`src/logic/six_channel_pwm_pkg.sv`:
```
// six_channel_pwm_pkg: shared constants for the six-channel modulator
// assumes: compiled before any design file that uses it
`default_nettype none
package six_channel_pwm_pkg;
  localparam int unsigned num_channels = 6;   // channel count
  localparam int unsigned chan_width = 8;     // bits per single channel
  localparam int unsigned pair_count = 3;     // concatenated pairs
  localparam logic [7:0] period_reset = 8'hff; // period reset value
  localparam logic [7:0] duty_reset = 8'hff;   // duty reset value
  localparam logic [7:0] count_reset = 8'h00;  // counter reset value
  localparam logic [2:0] prescale_reset = 3'h0; // prescaler select reset
  localparam logic [7:0] scale_reset = 8'h00;  // scale divider reset (0 means 256)
  localparam int unsigned shutdown_sync_stages = 2; // pin synchroniser depth
endpackage
`default_nettype wire

```
`src/logic/pwm_channel.sv`:
```
// pwm_channel: one 8/16-bit counter with buffered period and duty
// assumes: tick is a one-cycle enable from the clock-select logic
`timescale 1ns/10ps
`default_nettype none
module pwm_channel #(
  parameter int unsigned width = 16
) (
  input wire logic clk,
  input wire logic resetn,
  input wire logic tick,
  input wire logic enable,
  input wire logic centre,
  input wire logic polarity,
  input wire logic [width-1:0] period_buf,
  input wire logic [width-1:0] duty_buf,
  output logic [width-1:0] count,
  output logic wave
);
  logic [width-1:0] period_reg; // active period
  logic [width-1:0] duty_reg;   // active duty
  logic [width-1:0] count_reg;
  logic down_reg;               // centre mode count direction
  logic duty_reg_state;         // raw duty phase (1 = in duty)
  wire period_end;
  wire at_top;
  wire duty_hit;
  wire in_duty;
  wire boundary;

  assign at_top = (count_reg >= period_reg - 1'b1) && !centre
                  || (count_reg >= period_reg) && centre;
  assign period_end = centre ? (down_reg && count_reg <= 1) : at_top;
  assign duty_hit = (count_reg == duty_reg);
  assign boundary = !enable || (tick && (period_end || period_reg == '0));
  // both duty extremes
  // duty 0 inactive, duty >= period fully active when period is nonzero
  assign in_duty = (duty_reg >= period_reg && period_reg != '0) ? 1'b1 :
                   (duty_reg == '0) ? 1'b0 : duty_reg_state;
  assign count = count_reg;

  always_ff @(posedge clk or negedge resetn) begin
    if (!resetn) begin
      period_reg <= '0;
      duty_reg <= '0;
    end else if (boundary) begin
      period_reg <= period_buf;
      duty_reg <= duty_buf;
    end
  end

  always_ff @(posedge clk or negedge resetn) begin
    if (!resetn) begin
      count_reg <= '0;
      down_reg <= 1'b0;
      duty_reg_state <= 1'b1;
    end else if (!enable) begin
      count_reg <= '0;
      down_reg <= 1'b0;
      duty_reg_state <= 1'b1;
    end else if (tick) begin
      if (!centre) begin
        if (at_top) begin
          count_reg <= '0;
          duty_reg_state <= 1'b1;
        end else begin
          count_reg <= count_reg + 1'b1;
          if (count_reg + 1'b1 == duty_reg) duty_reg_state <= 1'b0;
        end
      end else begin
        if (!down_reg) begin
          if (at_top) begin
            down_reg <= 1'b1;
            count_reg <= count_reg - 1'b1;
          end else begin
            count_reg <= count_reg + 1'b1;
          end
        end else if (count_reg == '0) begin
          down_reg <= 1'b0;
          count_reg <= count_reg + 1'b1;
        end else begin
          count_reg <= count_reg - 1'b1;
        end
        // toggle on match gives symmetric pulse
        if (duty_hit) duty_reg_state <= !duty_reg_state;
      end
    end
  end

  always_ff @(posedge clk or negedge resetn) begin
    if (!resetn) wave <= 1'b0;
    else wave <= enable ? (in_duty ~^ polarity) : 1'b0;
  end
endmodule
`default_nettype wire

```
`src/logic/six_channel_pwm.sv`:
```
// six_channel_pwm: six 8-bit or three 16-bit modulator channels
// assumes: settings are static ports from a register block on clk
`timescale 1ns/10ps
`default_nettype none
module six_channel_pwm (
  input wire logic clk,
  input wire logic resetn,
  input wire logic [5:0] chan_enable,
  input wire logic [5:0] chan_polarity,
  input wire logic [5:0] chan_clock_scaled,
  input wire logic [5:0] chan_centre,
  input wire logic [2:0] prescale_a,
  input wire logic [2:0] prescale_b,
  input wire logic [7:0] scale_a,
  input wire logic [7:0] scale_b,
  input wire logic [2:0] concat_pair,
  input wire logic stop_in_wait,
  input wire logic stop_in_freeze,
  input wire logic wait_mode,
  input wire logic freeze_mode,
  input wire logic shutdown_enable,
  input wire logic shutdown_level,
  input wire logic shutdown_restart,
  input wire logic [47:0] period_set,
  input wire logic [47:0] duty_set,
  input wire logic pin5_in,
  output logic [5:0] pwm_out,
  output logic pin5_oe,
  output logic shutdown_active,
  output logic [47:0] count_state
);
  localparam int unsigned nc = six_channel_pwm_pkg::num_channels;
  localparam int unsigned cw = six_channel_pwm_pkg::chan_width;

  logic [6:0] prescale_reg;       // free prescaler
  logic [7:0] scale_a_cnt_reg;    // scaled clock a divider
  logic [7:0] scale_b_cnt_reg;    // scaled clock b divider
  logic scaled_clock_a_reg;       // divided-by-two output
  logic scaled_clock_b_reg;
  logic [6:0] prescale_next;
  logic [1:0] pin_sync_reg;       // shutdown pin synchroniser
  logic shut_reg;
  wire prescale_run;
  wire [7:0] tap;
  wire clock_a;
  wire clock_b;
  wire scaled_clock_a;
  wire scaled_clock_b;
  wire [5:0] tick;
  wire [5:0] chan_wave;
  wire [5:0] chan_on;
  wire shut_event;

  assign prescale_run = !(stop_in_wait && wait_mode) && !(stop_in_freeze && freeze_mode);
  assign prescale_next = prescale_reg + 7'h01;

  // prescaler, each bit carry gives clk/2^n enable
  always_ff @(posedge clk or negedge resetn) begin
    if (!resetn) prescale_reg <= 7'h00;
    else if (prescale_run) prescale_reg <= prescale_next;
  end

  // tap 0 is the raw bus rate, tap n is one pulse per 2^n cycles
  genvar t;
  assign tap[0] = prescale_run;
  generate
    for (t = 1; t < 8; t++) begin : g_tap
      assign tap[t] = prescale_run && (prescale_reg[t-1:0] == {t{1'b1}});
    end
  endgenerate
  assign clock_a = tap[prescale_a];
  assign clock_b = tap[prescale_b];

  // scaled sources from a and b
  always_ff @(posedge clk or negedge resetn) begin
    if (!resetn) begin
      scale_a_cnt_reg <= six_channel_pwm_pkg::scale_reset;
      scaled_clock_a_reg <= 1'b0;
    end else if (clock_a) begin
      // scale value 0 divides by 256
      if (scale_a_cnt_reg == 8'h01 || (scale_a_cnt_reg == 8'h00 && scale_a == 8'h01)) begin
        scale_a_cnt_reg <= scale_a;
        scaled_clock_a_reg <= !scaled_clock_a_reg;
      end else begin
        scale_a_cnt_reg <= scale_a_cnt_reg - 8'h01;
      end
    end
  end

  always_ff @(posedge clk or negedge resetn) begin
    if (!resetn) begin
      scale_b_cnt_reg <= six_channel_pwm_pkg::scale_reset;
      scaled_clock_b_reg <= 1'b0;
    end else if (clock_b) begin
      if (scale_b_cnt_reg == 8'h01 || (scale_b_cnt_reg == 8'h00 && scale_b == 8'h01)) begin
        scale_b_cnt_reg <= scale_b;
        scaled_clock_b_reg <= !scaled_clock_b_reg;
      end else begin
        scale_b_cnt_reg <= scale_b_cnt_reg - 8'h01;
      end
    end
  end

  // one enable per full scaled period: divider hit while output high
  assign scaled_clock_a = clock_a && scaled_clock_a_reg &&
    (scale_a_cnt_reg == 8'h01 || (scale_a_cnt_reg == 8'h00 && scale_a == 8'h01));
  assign scaled_clock_b = clock_b && scaled_clock_b_reg &&
    (scale_b_cnt_reg == 8'h01 || (scale_b_cnt_reg == 8'h00 && scale_b == 8'h01));

  // channels 0,1,4,5 use a/scaled a; 2,3 use b/scaled b
  genvar c;
  generate
    for (c = 0; c < nc; c++) begin : g_tick
      if (c == 2 || c == 3) begin : g_b
        assign tick[c] = chan_clock_scaled[c] ? scaled_clock_b : clock_b;
      end else begin : g_a
        assign tick[c] = chan_clock_scaled[c] ? scaled_clock_a : clock_a;
      end
    end
  endgenerate

  always_ff @(posedge clk or negedge resetn) begin
    if (!resetn) pin_sync_reg <= 2'b00;
    else pin_sync_reg <= {pin_sync_reg[0], pin5_in};
  end
  assign shut_event = shutdown_enable && (pin_sync_reg[1] == shutdown_level);

  always_ff @(posedge clk or negedge resetn) begin
    if (!resetn) shut_reg <= 1'b0;
    else if (!shutdown_enable) shut_reg <= 1'b0;
    else if (shut_event) shut_reg <= 1'b1;
    else if (shutdown_restart) shut_reg <= 1'b0;
  end

  // per-channel enable; channel 5 input while shutdown armed
  assign chan_on = chan_enable;

  // pairs: odd channel is the 16-bit channel, even idles
  genvar p;
  generate
    for (p = 0; p < six_channel_pwm_pkg::pair_count; p++) begin : g_pair
      wire [15:0] cnt_w;
      wire [7:0] lo_cnt;
      wire lo_wave;
      wire hi_wave;
      // idle upper byte zero
      // an unjoined channel never sees bits it does not own
      pwm_channel #(.width(16)) u_hi (
        .clk(clk),
        .resetn(resetn),
        .tick(concat_pair[p] ? tick[2*p] : tick[2*p+1]),
        .enable(concat_pair[p] ? chan_on[2*p+1] : chan_on[2*p+1]),
        .centre(concat_pair[p] ? chan_centre[2*p+1] : chan_centre[2*p+1]),
        .polarity(chan_polarity[2*p+1]),
        .period_buf(concat_pair[p] ?
          {period_set[16*p+7 -: 8], period_set[16*p+15 -: 8]} :
          {8'h00, period_set[16*p+15 -: 8]}),
        .duty_buf(concat_pair[p] ?
          {duty_set[16*p+7 -: 8], duty_set[16*p+15 -: 8]} :
          {8'h00, duty_set[16*p+15 -: 8]}),
        .count(cnt_w),
        .wave(hi_wave)
      );
      pwm_channel #(.width(cw)) u_lo (
        .clk(clk),
        .resetn(resetn),
        .tick(tick[2*p]),
        .enable(chan_on[2*p] && !concat_pair[p]),
        .centre(chan_centre[2*p]),
        .polarity(chan_polarity[2*p]),
        .period_buf(period_set[16*p+7 -: 8]),
        .duty_buf(duty_set[16*p+7 -: 8]),
        .count(lo_cnt),
        .wave(lo_wave)
      );
      assign chan_wave[2*p] = lo_wave;
      assign chan_wave[2*p+1] = hi_wave;
      always_ff @(posedge clk or negedge resetn) begin
        if (!resetn) count_state[16*p+15 -: 16] <= 16'h0000;
        else if (concat_pair[p]) count_state[16*p+15 -: 16] <= {cnt_w[7:0], cnt_w[15:8]};
        else count_state[16*p+15 -: 16] <= {cnt_w[7:0], lo_cnt};
      end
    end
  endgenerate

  // outputs: shutdown forces inactive level on channels 0-4 and 0 on channel 5; channel 5 pin is input when armed
  always_ff @(posedge clk or negedge resetn) begin
    if (!resetn) begin
      pwm_out <= 6'h00;
      pin5_oe <= 1'b0;
      shutdown_active <= 1'b0;
    end else begin
      pwm_out <= shut_reg ? (6'h00 | (~chan_polarity & 6'h1f & chan_on)) : chan_wave;
      pin5_oe <= chan_on[5] && !shutdown_enable;
      shutdown_active <= shut_reg;
    end
  end
endmodule
`default_nettype wire

```
`config.mk`:
```
export PLATFORM = sky130hd
export DESIGN_NAME = six_channel_pwm
export DESIGN_NICKNAME = d
export VERILOG_FILES = /design/src/logic/six_channel_pwm_pkg.sv /design/src/logic/pwm_channel.sv /design/src/logic/six_channel_pwm.sv
export SDC_FILE = /design/constraint.sdc
export NUM_CORES = 1
export LEC_CHECK = 0
export BUFFER_PORTS_ARGS = -buffer_cell sky130_fd_sc_hd__buf_2
export CORE_ASPECT_RATIO = 1.4
export CORE_MARGIN = 4
export CORE_UTILIZATION = 56
export DETAILED_ROUTE_END_ITERATION = 16
export PLACE_DENSITY = 0.8
export SETUP_SLACK_MARGIN = 0.4
export SLEW_MARGIN = 20
export SYNTH_ARGS = -nofsm -noshare
export SYNTH_HDL_FRONTEND = slang
export SYNTH_SLANG_ARGS = --single-unit
```
`constraint.sdc`:
```
create_clock -name clk -period 4.12 [get_ports clk]
set_input_delay 0.412 -clock clk [delete_from_list [all_inputs] [get_ports clk]]
set_output_delay 0.412 -clock clk [all_outputs]
set_load 0.01 [all_outputs]
```
==> impl_metrics.env <==
export IMPL_fmax_ghz=0.248
export IMPL_dr_pass1_iters=8
export IMPL_pwr_share_seq_pct=30.5
export IMPL_floorplan_die_area_mm2=0.0484
export IMPL_rsz0062_at_grt="true"
export IMPL_synth_net_count=3330
export IMPL_power_internal_mw=8.69
export IMPL_static_leakage_power_nw=14.2
export IMPL_cts_buffers=36
export IMPL_switching_share_pct=42.2
export IMPL_mostFrequentLayoutCells="dfrtp_1, ha_1, nand2_1, buf_2"
export IMPL_period_minus_slack_ns=4.04
export IMPL_cp_required_ns=4.63
export IMPL_layout_nets=3579
export IMPL_drive_gt1_share_pct=22.8
export IMPL_antenna_found_initial=4
export IMPL_ff2ff_setup_slack_ns=0.08
export IMPL_drt_iter0_markers=2774
export IMPL_synth_warnings=0
export IMPL_fillers=3299
export IMPL_worstMarginPinSlew_ns=1.06
export IMPL_die_w_um=187
export IMPL_start_kind="register"
export IMPL_skew_ns=0.0236
export IMPL_crit_path_top_delay_cell="or4_4"
export IMPL_arrival_ns=4.54
export IMPL_die_h_um=259
export IMPL_clock_root_buffer="clkbuf_16"
export IMPL_finalPower_mw=15.0
export IMPL_clk_latency_ns=0.57
export IMPL_fin_area_mm2=0.0303
export IMPL_crit_top_cell="buf_4"
export IMPL_coreArea_mm2=0.0443
export IMPL_syn_to_final_growth_pct=20.5
export IMPL_yosysTopAreaCellShare_pct=31.0
export IMPL_place_port_buffers=210
export IMPL_critical_path_class="register to register"
export IMPL_drt_wl_total_um=84400
export IMPL_crit_path_end_kind="register"
export IMPL_grt_ovfl_total=0
export IMPL_syn_inst=2919
export IMPL_place_congestion=0.994
export IMPL_ant_nets=0
export IMPL_cpPeakStageDelay_ns=0.56
export IMPL_combPwrFrac_pct=47.0
export IMPL_synth_seq_area_share_pct=31.7
export IMPL_critical_path_cell_chain="or4_4 -> nor3_4 -> buf_4 -> and4_1 -> nand3_1 -> xnor2_1 -> ha_1 -> nand4_1 -> buf_4 -> nand2b_2 -> o2111a_2 -> buf_6 -> a211oi_2 -> buf_4 -> nand2_4 -> a311oi_2 -> o21a_1"
export IMPL_dr_total_vias=25200
export IMPL_p_switching_mw=6.35
export IMPL_grt_max_degree=112
export IMPL_clock_sinks=318
export IMPL_dp_cells=3613
export IMPL_critical_path_max_fanout=4
export IMPL_io_pins=211
export IMPL_final_hold_viol_count=0
export IMPL_synth_top_cell_by_area="dfrtp_1"
export IMPL_post_dp_cell_area_mm2=0.0270
export IMPL_clk_pin_slew_ns=0.06
export IMPL_netlist_top_cells_area="dfrtp_1, ha_1, xnor2_1"
export IMPL_clockPowerShare_pct=22.5
export IMPL_synth_flop_cell="dfrtp_1"
export IMPL_ys_async_sr_fraction_pct=100
export IMPL_synth_edf_count=0
export IMPL_start_util_pct=56.8
export IMPL_cts_tree="built"
export IMPL_ys_types=83
export IMPL_multi_input_area_mm2=0.0172
export IMPL_final_cells=3758
export IMPL_max_cap_viol_count=0
export IMPL_rows=91
export IMPL_wl_per_cell_um=22.5
export IMPL_register_area_mm2=0.00797
export IMPL_drc=0
export IMPL_ir_worst_vdd_v=0.000605
export IMPL_outcome="finished, final reports clean"
export IMPL_setup_viol=0
export IMPL_viasPerCell=6.70
export IMPL_synthesis_area_mm2=0.0252
export IMPL_worstHoldPathType="input pin to register"
export IMPL_finalMaxSlewViolations=0
export IMPL_fin_crit_sh_pct=98.0
export IMPL_syn_avg_cell_area_um2=8.62
export IMPL_final_common_cell="dfrtp_1"
export IMPL_relSlewSlack_pct=29.5
export IMPL_synth_seq_cells=318
export IMPL_clock_path_buffers=3
export IMPL_grt_first_pass_wirelength_um=128000
export IMPL_htreeDepth=2
export IMPL_grt_usage_pct=31.9
export IMPL_hpwl_um=58800
export IMPL_powerDensity_mw_per_mm2=496
export IMPL_grt_pass1_vias=24600
-- power groups by stage --
stage	clock network, mW	registers (mW)	logic, mW
after floorplan	0	4.21	4.12
after global placement	0	4.53	5.35
after detailed placement	0	4.56	5.59
after CTS	3.44	4.52	5.95
after global routing	3.56	4.64	7.63
final	3.39	4.59	7.07
-- worst max-delay path: cells and delay by family (launching register included) --
kind	cells	cell delay, ns
AND/OR/NAND/NOR	7	1.59
AO/OA/AOI/OAI	4	0.93
buffers and inverters	4	0.63
flip-flops	1	0.39
adder cells (fa/ha/maj)	1	0.29
XOR/XNOR	1	0.14
-- cells in the mapped netlist, types with 12 or more instances --
cell type and number:
a211o_1 12, a211oi_1 31, a21o_1 66, a21oi_1 141
a221oi_1 18, a22oi_1 17, a31oi_1 23, and3_1 24
and4_1 12, buf_2 15, clkbuf_1 125, dfrtp_1 312
ha_1 256, inv_1 178, mux2_2 91, mux2i_1 36
nand2_1 257, nand2b_1 26, nand3_1 137, nand4_1 49
nor2_1 180, nor2b_1 19, nor3_1 105, nor3b_1 14
nor4_1 56, o211ai_1 20, o21a_1 19, o21ai_0 195
o22ai_1 25, o31ai_1 16, or2_2 12, or3_1 24
or4_1 15, xnor2_1 142, xor2_1 80
-- cells by family after synthesis --
group / count (synthesis) / synth area share [%]
simple gates: 967 / 19.1
mux: 127 / 5.51
compound gates: 705 / 18.3
fa+ha+maj: 256 / 12.7
xor+xnor: 222 / 7.73
buf+inv: 324 / 4.94
flops: 318 / 31.7
-- area by class of cell --
type                    instances  area share [%]
multi-input cells            2281            56.7
flip-flops and latches        318            26.3
repair buffers                353            8.42
clock buffers                  42            3.18
well taps                     558            2.30
inverters                     178            2.20
clock inverters                23           0.871
diodes                          5          0.0413
-- final timing paths --
path                                              start                      endpoint  depth (start not counted)
setup / recovery           g_pair[1].u_hi.period_reg[5]       g_pair[1].u_hi.count[8]                         17
hold / removal                          shutdown_enable                       pin5_oe                          2
setup reg to reg           g_pair[1].u_hi.period_reg[5]       g_pair[1].u_hi.count[8]                         17
hold reg to reg                         pin_sync_reg[0]               pin_sync_reg[1]                          0
max in group asynchronous                        resetn  g_pair[0].u_hi.period_reg[0]                          3
min in group asynchronous                        resetn  g_pair[2].u_lo.period_reg[1]                          2
-- timing repair --
item | CTS | global route
hold buffers | 2 | 0
pin swaps | 42 | 95
buffers inserted | 30 | 26
hold endpoints to repair | 79 | 0
gates resized for setup | 70 | 267
endpoints found under the setup margin | 140 | 148
gates cloned | 7 | 10
-- metrics by stage --
stage                     TNS [ns]  hold slack, ns  setup slack [ns]  utilization (%)
after floorplan                  0           0.116             0.403                -
after global routing         -1.55          0.0269            -0.112             68.4
final                            0          0.0317            0.0819             68.5
after CTS                        0        0.000212             0.177             65.3
after detailed placement     -2.41           0.338            -0.160             61.0
after global placement      -0.689           0.339           -0.0467             61.0
-- per-layer routing --
layer	vias to the layer above	global-route usage, %	wire length (um)
li1	11200	-	-
met1	12000	36.8	30500
met2	1486	55.5	40800
met3	515	5.34	6340
met4	4	19.2	6670
met5	-	0	30
Power figures use the tool's default switching activity.
